## config.mk

```make
export PLATFORM = sky130hd
export DESIGN_NAME = efx_top
export DESIGN_NICKNAME = d
export VERILOG_FILES = /design/src/hdl/efx_pkg.sv /design/src/hdl/efx_ram.sv /design/src/hdl/efx_gfault.sv /design/src/hdl/efx_top.sv
export SDC_FILE = /design/constraint.sdc
export NUM_CORES = 2
export LEC_CHECK = 0
export BUFFER_PORTS_ARGS = -buffer_cell sky130_fd_sc_hd__buf_2
export CAP_MARGIN = 5
export CORE_MARGIN = 2
export CORE_UTILIZATION = 48
export CTS_CLUSTER_SIZE = 40
export DETAILED_ROUTE_END_ITERATION = 16
export GPL_ROUTABILITY_DRIVEN = 0
export PLACE_DENSITY = 0.78
export SYNTH_ARGS = -nofsm -noshare
export SYNTH_HDL_FRONTEND = slang
export SYNTH_SLANG_ARGS = --single-unit
```

## constraint.sdc

```tcl
create_clock -name sys_clk_i -period 3 [get_ports sys_clk_i]
set_input_delay 0.15 -clock sys_clk_i [delete_from_list [all_inputs] [get_ports sys_clk_i]]
set_output_delay 0.15 -clock sys_clk_i [all_outputs]
set_load 0.05 [all_outputs]
```

## src/hdl/efx_pkg.sv

```systemverilog
package efx_pkg;
  // ==========================================================
  // Register map
  // ==========================================================
  localparam logic [7:0] GCTRL_OFS     = 8'h00;
  localparam logic [7:0] GFSR_NS_OFS   = 8'h04;
  localparam logic [7:0] GFSR_S_OFS    = 8'h08;
  localparam logic [7:0] GFAR_OFS      = 8'h0c;
  localparam logic [7:0] GSYN_OFS      = 8'h10;
  localparam logic [7:0] CTX_BASE      = 8'h40;
  localparam int         CTX_STRIDE_LG = 5;
  // Offsets inside one context bank window
  localparam logic [4:0] CMD_UR_OFS    = 5'h00;
  localparam logic [4:0] CMD_UW_OFS    = 5'h04;
  localparam logic [4:0] CMD_PR_OFS    = 5'h08;
  localparam logic [4:0] CMD_PW_OFS    = 5'h0c;
  localparam logic [4:0] RESULT_OFS    = 5'h10;
  localparam logic [4:0] PROGRESS_OFS  = 5'h14;
  localparam logic [4:0] CFSR_OFS      = 5'h18;
  localparam logic [4:0] CCFG_OFS      = 5'h1c;
  localparam logic [4:0] CFAR_OFS      = 5'h08;
  localparam logic [4:0] CSYN_OFS      = 5'h0c;
  // ==========================================================
  // Fields and codes
  // ==========================================================
  localparam int GCTRL_REPORT_BIT   = 0;
  localparam int GCTRL_OVERRIDE_BIT = 1;
  localparam int GCTRL_ASYNC_GLB    = 2;
  localparam int CCFG_REPORT_BIT    = 0;
  localparam int CCFG_TERM_BIT      = 1;
  localparam int CCFG_S2_LSB        = 4;
  localparam int FSR_EXT_BIT        = 0;
  localparam int FSR_MULTI_BIT      = 31;
  localparam logic [31:0] RESET_WORD = 32'h0000_0000;
  localparam logic [6:0] OP_TERMINATED_CODE = 7'h7f;
  localparam logic [6:0] OP_EXT_ABORT_CODE  = 7'h10;

  typedef enum logic [1:0] {
    EFX_RESP_OKAY   = 2'b00,
    EFX_RESP_EXFAIL = 2'b01,
    EFX_RESP_ABORT  = 2'b10
  } efx_resp_code_t;

  typedef enum logic [1:0] {
    EFX_IDLE  = 2'b00,
    EFX_ISSUE = 2'b01,
    EFX_WAIT  = 2'b10,
    EFX_DONE  = 2'b11
  } efx_state_t;

  typedef struct packed {
    logic        valid;
    logic        sync;
    logic        bypass;
    logic        nested;
    logic        secure;
    logic        exclusive;
    logic [3:0]  ctx;
    logic [3:0]  s2_ctx;
    logic [31:0] addr;
    logic [31:0] syndrome;
  } efx_abort_t;

  typedef struct packed {
    logic           valid;
    efx_resp_code_t code;
  } efx_resp_t;

  typedef struct packed {
    logic        valid;
    logic [3:0]  ctx;
    logic [1:0]  kind;
    logic [31:0] addr;
  } efx_walk_req_t;

  typedef struct packed {
    logic        valid;
    logic        ok;
    logic        ext_abort;
    logic        stage2;
    logic [6:0]  code;
    logic [31:0] out_addr;
  } efx_walk_rsp_t;
endpackage : efx_pkg

```

## src/hdl/efx_ram.sv

```systemverilog
// ==========================================================
// Small per-bank store with registered read
// ==========================================================
module efx_ram #(
  parameter int WIDTH = 64,
  parameter int DEPTH = 4
) (
  // Clock
  input  wire logic                     sys_clk_i,
  // Write port
  input  wire logic                     wr_en_i,
  input  wire logic [$clog2(DEPTH)-1:0] wr_addr_i,
  input  wire logic [WIDTH-1:0]         wr_data_i,
  // Read port
  input  wire logic [$clog2(DEPTH)-1:0] rd_addr_i,
  output logic      [WIDTH-1:0]         rd_data_o
);
  logic [WIDTH-1:0] mem [DEPTH];

  if (DEPTH < 2) begin : g_depth_check
    $error("efx_ram needs DEPTH of two or more");
  end

  // No reset: contents count as unknown until first capture
  always_ff @(posedge sys_clk_i) begin
    if (wr_en_i) mem[wr_addr_i] <= wr_data_i;
    rd_data_o <= mem[rd_addr_i];
  end
endmodule : efx_ram

```

## src/hdl/efx_gfault.sv

```systemverilog
// ==========================================================
// One banked global fault status register
// ==========================================================
module efx_gfault
  import efx_pkg::*;
(
  // Clock and reset
  input  wire logic        sys_clk_i,
  input  wire logic        reset_n_i,
  // Fault event and software clear
  input  wire logic        fault_i,
  input  wire logic [31:0] clr_mask_i,
  // State
  output logic      [31:0] status_o,
  output logic             first_o
);
  logic [31:0] status_d;
  logic [31:0] status_q;
  logic        busy;

  // Only a fault into an empty register carries details
  assign busy     = |status_q;
  assign first_o  = fault_i & ~busy;
  assign status_d = (status_q & ~clr_mask_i)
                  | (first_o ? 32'h1 << FSR_EXT_BIT : 32'h0)
                  | (fault_i & busy ? 32'h1 << FSR_MULTI_BIT : 32'h0);
  assign status_o = status_q;

  always_ff @(posedge sys_clk_i or negedge reset_n_i) begin
    if (!reset_n_i) status_q <= RESET_WORD;
    else            status_q <= status_d;
  end
endmodule : efx_gfault

```

## src/hdl/efx_top.sv

```systemverilog
// Implementation choices: the address map and the address-and-strobe port.
module efx_top
  import efx_pkg::*;
#(
  parameter int NUM_CTX = 4
) (
  // Clock and reset
  input  wire logic          sys_clk_i,
  input  wire logic          reset_n_i,
  // Register port
  input  wire logic [7:0]    reg_addr_i,
  input  wire logic [31:0]   reg_wdata_i,
  input  wire logic          reg_wr_i,
  input  wire logic          reg_rd_i,
  output logic      [31:0]   reg_rdata_o,
  // External aborts from the interconnect
  input  wire efx_abort_t    abort_i,
  output efx_resp_t          abort_resp_o,
  // Table walker
  output efx_walk_req_t      walk_req_o,
  input  wire efx_walk_rsp_t walk_rsp_i
);
  localparam int IW = $clog2(NUM_CTX);

  if (NUM_CTX < 2 || NUM_CTX > 4) begin : g_num_ctx_check
    $error("efx_top supports 2 to 4 context banks: capture page holds four");
  end

  // ==========================================================
  // Helpers
  // ==========================================================
  // Lowest pending bank wins; fixed priority is fine since each
  // bank has at most one command outstanding
  function automatic logic [IW-1:0] first_one(input logic [NUM_CTX-1:0] v);
    logic [IW-1:0] r;
    r = '0;
    for (int i = NUM_CTX - 1; i >= 0; i--) begin
      if (v[i]) r = IW'(i);
    end
    return r;
  endfunction : first_one

  // Status update: clear first so a new fault always survives
  function automatic logic [31:0] fsr_next(input logic [31:0] cur, input logic set,
                                           input logic [31:0] clr);
    logic [31:0] r;
    r = cur & ~clr;
    if (set && cur == 32'h0) r = r | (32'h1 << FSR_EXT_BIT);
    if (set && cur != 32'h0) r = r | (32'h1 << FSR_MULTI_BIT);
    return r;
  endfunction : fsr_next

  // ==========================================================
  // State
  // ==========================================================
  logic [2:0]          gctrl_q;
  logic [31:0]         gfar_q;
  logic [31:0]         gsyn_q;
  logic [31:0]         fsr_q    [NUM_CTX];
  logic [31:0]         result_q [NUM_CTX];
  logic [7:0]          ccfg_q   [NUM_CTX];
  logic [31:0]         opaddr_q [NUM_CTX];
  logic [1:0]          opkind_q [NUM_CTX];
  logic [NUM_CTX-1:0]  active_q;
  logic [NUM_CTX-1:0]  pend_q;
  efx_state_t          state_q;
  logic [IW-1:0]       sel_q;
  logic [31:0]         rdata_q;
  logic                ram_rd_q;
  logic                ram_hi_q;
  efx_resp_t           resp_q;
  efx_walk_req_t       walk_q;

  // ==========================================================
  // Register decode
  // ==========================================================
  logic          ctx_hit;
  logic [IW-1:0] ctx_idx;
  logic [4:0]    ctx_ofs;
  logic [2:0]    ctx_page;
  logic          far_page;
  logic          cmd_wr;
  logic          ns_clr_hit;
  logic          s_clr_hit;

  // Banks sit at 32-byte pages from CTX_BASE; the page after the
  // last bank holds the captured fault address and syndrome
  assign ctx_page   = 3'(reg_addr_i[7:CTX_STRIDE_LG] - CTX_BASE[7:CTX_STRIDE_LG]);
  assign ctx_hit    = reg_addr_i >= CTX_BASE && ctx_page < 3'(NUM_CTX);
  assign far_page   = reg_addr_i >= CTX_BASE && ctx_page == 3'(NUM_CTX);
  assign ctx_idx    = far_page ? reg_addr_i[IW+2:3] : IW'(ctx_page);
  assign ctx_ofs    = reg_addr_i[4:0];
  assign cmd_wr     = reg_wr_i & ctx_hit & (ctx_ofs < RESULT_OFS);
  assign ns_clr_hit = reg_wr_i & (reg_addr_i == GFSR_NS_OFS);
  assign s_clr_hit  = reg_wr_i & (reg_addr_i == GFSR_S_OFS);

  // ==========================================================
  // External abort routing
  // ==========================================================
  logic          ab_global;
  logic          ab_glob_sec;
  logic [IW-1:0] ab_ctx;
  logic          ns_set;
  logic          s_set;
  logic          ns_first;
  logic          s_first;
  logic          ab_report;
  logic [31:0]   gfsr_ns;
  logic [31:0]   gfsr_s;

  // Bypassed traffic, or async aborts when steered global
  assign ab_global = abort_i.bypass
                   | (~abort_i.sync & gctrl_q[GCTRL_ASYNC_GLB]);
  // Nested traffic records in the stage 2 bank
  assign ab_ctx    = abort_i.nested ? abort_i.s2_ctx[IW-1:0]
                                    : abort_i.ctx[IW-1:0];
  // Async global faults bank by override, sync ones by security
  assign ab_glob_sec = abort_i.sync ? abort_i.secure
                                    : gctrl_q[GCTRL_OVERRIDE_BIT];
  assign ns_set    = abort_i.valid & ab_global & ~ab_glob_sec;
  assign s_set     = abort_i.valid & ab_global & ab_glob_sec;
  assign ab_report = ab_global ? gctrl_q[GCTRL_REPORT_BIT]
                               : ccfg_q[ab_ctx][CCFG_REPORT_BIT];

  efx_gfault u_gfsr_ns (
    .sys_clk_i  (sys_clk_i),
    .reset_n_i  (reset_n_i),
    .fault_i    (ns_set),
    .clr_mask_i (ns_clr_hit ? reg_wdata_i : 32'h0),
    .status_o   (gfsr_ns),
    .first_o    (ns_first)
  );

  efx_gfault u_gfsr_s (
    .sys_clk_i  (sys_clk_i),
    .reset_n_i  (reset_n_i),
    .fault_i    (s_set),
    .clr_mask_i (s_clr_hit ? reg_wdata_i : 32'h0),
    .status_o   (gfsr_s),
    .first_o    (s_first)
  );

  // ==========================================================
  // Context fault status and capture store
  // ==========================================================
  logic               op_s2_fault;
  logic [IW-1:0]      op_s2_ctx;
  logic [NUM_CTX-1:0] ctx_set;
  logic               ram_wr;
  logic [63:0]        ram_rd;

  // Stage 2 walk abort during a command marks the stage 2 bank
  assign op_s2_fault = (state_q == EFX_WAIT) & walk_rsp_i.valid & ~walk_rsp_i.ok
                     & walk_rsp_i.stage2;
  assign op_s2_ctx   = ccfg_q[sel_q][CCFG_S2_LSB +: IW];
  // Details only for a sync abort landing in an empty register
  assign ram_wr      = abort_i.valid & abort_i.sync & ~ab_global
                     & (fsr_q[ab_ctx] == 32'h0);

  always_comb begin
    for (int i = 0; i < NUM_CTX; i++) begin
      ctx_set[i] = (abort_i.valid & ~ab_global & (ab_ctx == IW'(i)))
                 | (op_s2_fault & (op_s2_ctx == IW'(i)));
    end
  end

  efx_ram #(
    .WIDTH (64),
    .DEPTH (NUM_CTX)
  ) u_capture (
    .sys_clk_i (sys_clk_i),
    .wr_en_i   (ram_wr),
    .wr_addr_i (ab_ctx),
    .wr_data_i ({abort_i.addr, abort_i.syndrome}),
    .rd_addr_i (ctx_idx),
    .rd_data_o (ram_rd)
  );

  // Set beats a same-cycle software clear
  always_ff @(posedge sys_clk_i or negedge reset_n_i) begin
    if (!reset_n_i) begin
      for (int i = 0; i < NUM_CTX; i++) fsr_q[i] <= RESET_WORD;
    end else begin
      for (int i = 0; i < NUM_CTX; i++) begin
        fsr_q[i] <= fsr_next(fsr_q[i], ctx_set[i],
                             (reg_wr_i && ctx_hit && ctx_idx == IW'(i) && ctx_ofs == CFSR_OFS)
                             ? reg_wdata_i : 32'h0);
      end
    end
  end

  // Global capture; async aborts leave it untouched
  always_ff @(posedge sys_clk_i or negedge reset_n_i) begin
    if (!reset_n_i) begin
      gfar_q <= RESET_WORD;
      gsyn_q <= RESET_WORD;
    end else if (abort_i.sync && (ns_first || s_first)) begin
      gfar_q <= abort_i.addr;
      gsyn_q <= abort_i.syndrome;
    end
  end

  // Response to the faulting master, one cycle after the abort
  always_ff @(posedge sys_clk_i or negedge reset_n_i) begin
    if (!reset_n_i) begin
      resp_q <= '{valid: 1'b0, code: EFX_RESP_OKAY};
    end else begin
      resp_q.valid <= abort_i.valid & abort_i.sync;
      if (ab_report)               resp_q.code <= EFX_RESP_ABORT;
      else if (abort_i.exclusive)  resp_q.code <= EFX_RESP_EXFAIL;
      else                         resp_q.code <= EFX_RESP_OKAY;
    end
  end

  // ==========================================================
  // Software registers
  // ==========================================================
  always_ff @(posedge sys_clk_i or negedge reset_n_i) begin
    if (!reset_n_i) begin
      gctrl_q <= 3'h0;
      for (int i = 0; i < NUM_CTX; i++) ccfg_q[i] <= 8'h00;
    end else if (reg_wr_i && reg_addr_i == GCTRL_OFS) begin
      gctrl_q <= reg_wdata_i[2:0];
    end else if (reg_wr_i && ctx_hit && ctx_ofs == CCFG_OFS) begin
      ccfg_q[ctx_idx] <= reg_wdata_i[7:0];
    end
  end

  // Command capture; a command to a busy bank simply replaces it
  always_ff @(posedge sys_clk_i or negedge reset_n_i) begin
    if (!reset_n_i) begin
      for (int i = 0; i < NUM_CTX; i++) begin
        opaddr_q[i] <= RESET_WORD;
        opkind_q[i] <= 2'h0;
      end
    end else if (cmd_wr) begin
      opaddr_q[ctx_idx] <= reg_wdata_i;
      opkind_q[ctx_idx] <= ctx_ofs[3:2];
    end
  end

  // ==========================================================
  // Translation command engine
  // ==========================================================
  logic               rsp_in;
  logic               term_s2;
  logic [NUM_CTX-1:0] start_vec;
  logic [NUM_CTX-1:0] done_vec;
  logic [NUM_CTX-1:0] take_vec;

  // Fault status is not consulted: commands never wait on it
  assign rsp_in    = (state_q == EFX_WAIT) & walk_rsp_i.valid;
  assign term_s2   = ccfg_q[op_s2_ctx][CCFG_TERM_BIT];
  assign start_vec = cmd_wr ? NUM_CTX'(1) << ctx_idx : '0;
  assign done_vec  = (state_q == EFX_DONE) ? NUM_CTX'(1) << sel_q : '0;
  assign take_vec  = (state_q == EFX_ISSUE) ? NUM_CTX'(1) << sel_q : '0;

  always_ff @(posedge sys_clk_i or negedge reset_n_i) begin
    if (!reset_n_i) begin
      state_q <= EFX_IDLE;
      sel_q   <= '0;
    end else begin
      unique case (state_q)
        EFX_IDLE: begin
          if (|pend_q) begin
            sel_q   <= first_one(pend_q);
            state_q <= EFX_ISSUE;
          end
        end
        EFX_ISSUE: state_q <= EFX_WAIT;
        EFX_WAIT: begin
          // Stall model on stage 2: stay until the walker answers again
          if (rsp_in && !(op_s2_fault && !term_s2)) state_q <= EFX_DONE;
        end
        EFX_DONE: state_q <= EFX_IDLE;
      endcase
    end
  end

  // Progress bit: start wins over the end of an older command
  always_ff @(posedge sys_clk_i or negedge reset_n_i) begin
    if (!reset_n_i) begin
      active_q <= '0;
      pend_q   <= '0;
    end else begin
      active_q <= (active_q & ~done_vec) | start_vec;
      pend_q   <= (pend_q & ~take_vec) | start_vec;
    end
  end

  // Result lands in WAIT, progress drops in DONE a cycle later
  always_ff @(posedge sys_clk_i or negedge reset_n_i) begin
    if (!reset_n_i) begin
      for (int i = 0; i < NUM_CTX; i++) result_q[i] <= RESET_WORD;
    end else if (rsp_in) begin
      if (walk_rsp_i.ok) begin
        result_q[sel_q] <= {walk_rsp_i.out_addr[31:1], 1'b0};
      end else if (op_s2_fault) begin
        if (term_s2) result_q[sel_q] <= {24'h0, OP_TERMINATED_CODE, 1'b1};
      end else if (walk_rsp_i.ext_abort) begin
        result_q[sel_q] <= {24'h0, OP_EXT_ABORT_CODE, 1'b1};
      end else begin
        result_q[sel_q] <= {24'h0, walk_rsp_i.code, 1'b1};
      end
    end
  end

  // Walk request, one-cycle pulse in ISSUE
  always_ff @(posedge sys_clk_i or negedge reset_n_i) begin
    if (!reset_n_i) begin
      walk_q <= '0;
    end else begin
      walk_q.valid <= (state_q == EFX_IDLE) & (|pend_q);
      walk_q.ctx   <= 4'(first_one(pend_q));
      walk_q.kind  <= opkind_q[first_one(pend_q)];
      walk_q.addr  <= opaddr_q[first_one(pend_q)];
    end
  end

  // ==========================================================
  // Read path
  // ==========================================================
  logic [31:0] rd_mux;

  always_comb begin
    rd_mux = 32'h0;
    if (reg_addr_i == GCTRL_OFS)        rd_mux = {29'h0, gctrl_q};
    else if (reg_addr_i == GFSR_NS_OFS) rd_mux = gfsr_ns;
    else if (reg_addr_i == GFSR_S_OFS)  rd_mux = gfsr_s;
    else if (reg_addr_i == GFAR_OFS)    rd_mux = gfar_q;
    else if (reg_addr_i == GSYN_OFS)    rd_mux = gsyn_q;
    else if (ctx_hit) begin
      unique case (ctx_ofs)
        RESULT_OFS:   rd_mux = result_q[ctx_idx];
        PROGRESS_OFS: rd_mux = {31'h0, active_q[ctx_idx]};
        CFSR_OFS:     rd_mux = fsr_q[ctx_idx];
        CCFG_OFS:     rd_mux = {24'h0, ccfg_q[ctx_idx]};
        default:      rd_mux = 32'h0;
      endcase
    end
  end

  // Capture store answers through its own read register
  always_ff @(posedge sys_clk_i or negedge reset_n_i) begin
    if (!reset_n_i) begin
      rdata_q  <= RESET_WORD;
      ram_rd_q <= 1'b0;
      ram_hi_q <= 1'b0;
    end else begin
      rdata_q  <= reg_rd_i ? rd_mux : 32'h0;
      ram_rd_q <= reg_rd_i & far_page & (reg_addr_i[1:0] == 2'h0)
                & (32'(reg_addr_i[7:3] & 5'h03) < NUM_CTX);
      ram_hi_q <= ~reg_addr_i[CTX_STRIDE_LG-3];
    end
  end

  assign reg_rdata_o  = ram_rd_q ? (ram_hi_q ? ram_rd[63:32] : ram_rd[31:0]) : rdata_q;
  assign abort_resp_o = resp_q;
  assign walk_req_o   = walk_q;
endmodule : efx_top

```

==> run_results.csv <==
group,metric,value,unit
outcome,status,"complete, no violations",
synth,synth_cell_type_count,75,
setup_path,endpoint_kind,"flop",
clocking,clock_latency,0.68,ns
die,io_pins,239,
setup_path,worstSetupPathType,"in -> reg",
synth,ys.flop_type,"dfrtp_1",
die,dieArea,0.0846,mm²
setup_path,cp_max_fo,23,
synth,synthesis.area,0.0395,mm²
route,postRouteAntennaNets,0,
synth,async_flop_share,66.7,%
place,place_inst,4213,
synth,synth_common_cells,"dfrtp_1 (641), mux2_2 (386), nand2_1 (333)",
synth,synth_xor_area_share,0,%
die,die_w,291,µm
synth,synth_seq_area_share,63.3,%
place,dp_hpwl,72500,µm
timing,worst_slack,0.300,ns
route,firstDrtPassIters,10,
synth,synth_area_leader_cell,"dfrtp_1",
route,drc,0,
timing,max_freq,370,MHz
clocking,cts_max_path_buffers,3,
synth,synth_compound_area_share,13.9,%
pwr,internal-power,25200,µW
pwr,pwr-share-clk,33.5,%
synth,syn_avg_cell_area,13.1,µm²
grt,grt_pass1_wl,169000,µm
die,die_h,291,µm
die,rows,105,
synth,synth_top_area_share,40.6,%
route,drt_wl_total,110000,µm
timing,setup_tns,0,ns
clocking,h-tree-depth,3,
clocking,clock_sinks,961,
pwr,seqPwrFrac,46.0,%
grt,grt_overflow,0,
timing,hold_viol,0,
final_layout,fin_util,57.2,%
final_layout,final_cells,4517,
final_layout,fillCellCount,6318,
place,io_buffers,231,
final_layout,layout.nets,3538,
flow_run,maxCapViolCount,0,
synth,synth_top_family_by_area,"compound AO/OA/AOI/OAI gates",
timing,tightest_slew,0.874,ns
timing,setup_viol,0,
route,wire_per_inst,24.4,µm
setup_path,critPathLaunchType,"primary input",
grt,grt_pass1_vias,27462,
clocking,root_buffer,"clkbuf_16",
route,dr_total_vias,27911,
final_layout,drive_gt1_share,27.0,%
die,initial_core_util,48.3,%
pwr,switchingPower,10600,µW
synth,synthMostInstantiatedCell,"dfrtp_1",
route,viasPerCell,6.18,
setup_path,cp.arrival,3.25,ns
timing,post-route-period-util,90.0,%
setup_path,cp_data_required_time,3.55,ns
synth,yosys.area_share.simple,7.53,%
grt,antenna_found_initial,8,
grt,grt_max_degree,88,
synth,synth_edf_count,256,
clocking,cts_tree,"yes",
pwr,ir_drop,0.820,mV
synth,synth.area.mux_share,12.2,%
final_layout,area_growth,18.4,%
place,dp_slack,0.104,ns
hold_path,worstHoldPathType,"in -> reg",
synth,synth_area_leaders,"dfrtp_1 (41%), edfxtp_1 (19%), mux2_2 (11%)",
synth,ys_seq_elements,961,
synth,yosysWarnings,0,
clocking,post_cts_buffers,0,
clocking,clk_pin_slew_worst_paths,0.06,ns
die,coreArea,0.0817,mm²
grt,grt_usage,25.8,%
timing,slew_headroom,41.7,%
pwr,finalPower,35800,µW
pwr,power_switching_share,29.7,%
final_layout,ff_latch_area,0.0250,mm²
pwr,comb_power_share,20.5,%
clocking,cts_inserted_buffers,96,
synth,synth_fa_ha_area_share,0.190,%
timing,slew_viol_final,0,
timing,clock_skew,0.0316,ns
synth,syn-instance-count,3014,
timing,fin_crit,2.70,ns
pwr,pwr_density_cell,765,mW/mm²
final_layout,multi_input_area,0.0134,mm²
pwr,cellLeakagePower,0.0199,µW
route,drtIter0Drc,4252,
timing,rsz0062_at_grt,"false",
-- cells by family (layout without fill, tap and decap cells) --
logic type               count (synthesis)  count (layout)
other                                    1               6
multiplexers                           429             429
flip-flops                             961             961
buffers and inverters                  248             676
adder cells (fa/ha/maj)                  6               6
AO/OA/AOI/OAI                          737             737
AND/OR/NAND/NOR                        632             632
-- final cells by class --
type	instances	share of cell area [%]
Antenna cell	4	0.0214
Clock buffer	140	5.77
Clock inverter	34	0.977
Inverter	22	0.177
Multi-Input combinational cell	1806	28.7
Sequential cell	961	53.5
Tap cell	1070	2.86
Timing Repair Buffer	480	8.00
-- power by group through the flow --
stage                     Combinational [µW]  Clock (µW)  Sequential, µW
final                                   7330       12000           16400
after global routing                    7940       12700           16600
after CTS                               7360       12100           16400
after detailed placement                7140           0           16600
after global placement                  7020           0           16500
after floorplan                         4190           0           17100
-- placed cells by master (no fill, tap or decap), types with 27 or more instances in the layout --
cell / Yosys / layout
clkbuf_1: 113 / 31
a22oi_1: 46 / 46
buf_12: 0 / 31
buf_4: 9 / 92
edfxtp_1: 256 / 256
a21boi_0: 179 / 179
a211oi_1: 34 / 34
a21oi_1: 142 / 142
o21ai_0: 35 / 35
a31oi_1: 35 / 35
and2_1: 59 / 59
a222oi_1: 131 / 131
nor2_1: 87 / 87
nand2_1: 333 / 331
o22ai_1: 27 / 27
dfrtp_1: 641 / 639
nor4_1: 50 / 50
buf_2: 54 / 230
mux2_2: 386 / 386
dfxtp_1: 64 / 64
mux2i_1: 37 / 37
dlygate4sd3_1: 0 / 126
clkbuf_16: 0 / 96
-- metrics by stage --
stage          hold WS, ns  area (µm²)
5_1_grt            0.00393       46800
2_1_floorplan       -0.146       39500
6_report            0.0208       46800
4_1_cts            0.00138       46700
3_5_place_dp         0.233       42300
3_3_place_gp         0.233       42300
-- layer usage --
layer  track usage (%)  part of all wire [%]  wire (µm)
met5                 0                 0.065         71
met4              10.7                   4.5       4970
met3              4.96                   8.7       9530
met2              39.1                    45      50000
met1              36.6                    41      45500
-- registers in the layout, summed over array words and instances (netlist names), 2 cells and up --
register,cells
state_q,2
gfar_q,32
fsr_q,128
u_capture.rd_data_o,64
u_capture.mem,256
abort_resp_o,3
ccfg_q,32
result_q,128
walk_req_o,37
u_gfsr_s.status_o,32
sel_q,2
active_q,4
gsyn_q,32
rdata_q,32
gctrl_q,3
opkind_q,8
pend_q,4
opaddr_q,128
u_gfsr_ns.status_o,32
-- worst paths after layout --
path	from	to	slack, ns	cells past startpoint
max reg2reg	u_gfsr_ns.status_o[22]	gfar_q[19]	0.32	6
max in group asynchronous	reset_n_i	state_q[1]	1.84	4
max	reg_addr_i[1]	u_gfsr_ns.status_o[31]	0.30	9
min in group asynchronous	reset_n_i	result_q[24]	0.11	2
min	walk_rsp_i[8]	result_q[104]	0.02	3
min reg2reg	u_capture.mem[1][46]	u_capture.rd_data_o[46]	0.43	2
-- what timing repair did --
action / CTS / global route
setup endpoints to repair: 0 / 1
endpoints found under the hold margin: 780 / 0
gates resized for setup: 0 / 1
hold buffers: 126 / 0
-- worst max-delay path, cell delays in order --
cell	delay, ns
dlygate4sd3_1	0.57
buf_2	0.15
or4b_1	0.67
nor2_1	0.26
and3_1	0.47
buf_12	0.22
nand2_1	0.07
o2bb2ai_1	0.13
dlygate4sd3_1	0.56
No activity file was read; power rests on OpenSTA's default activity.
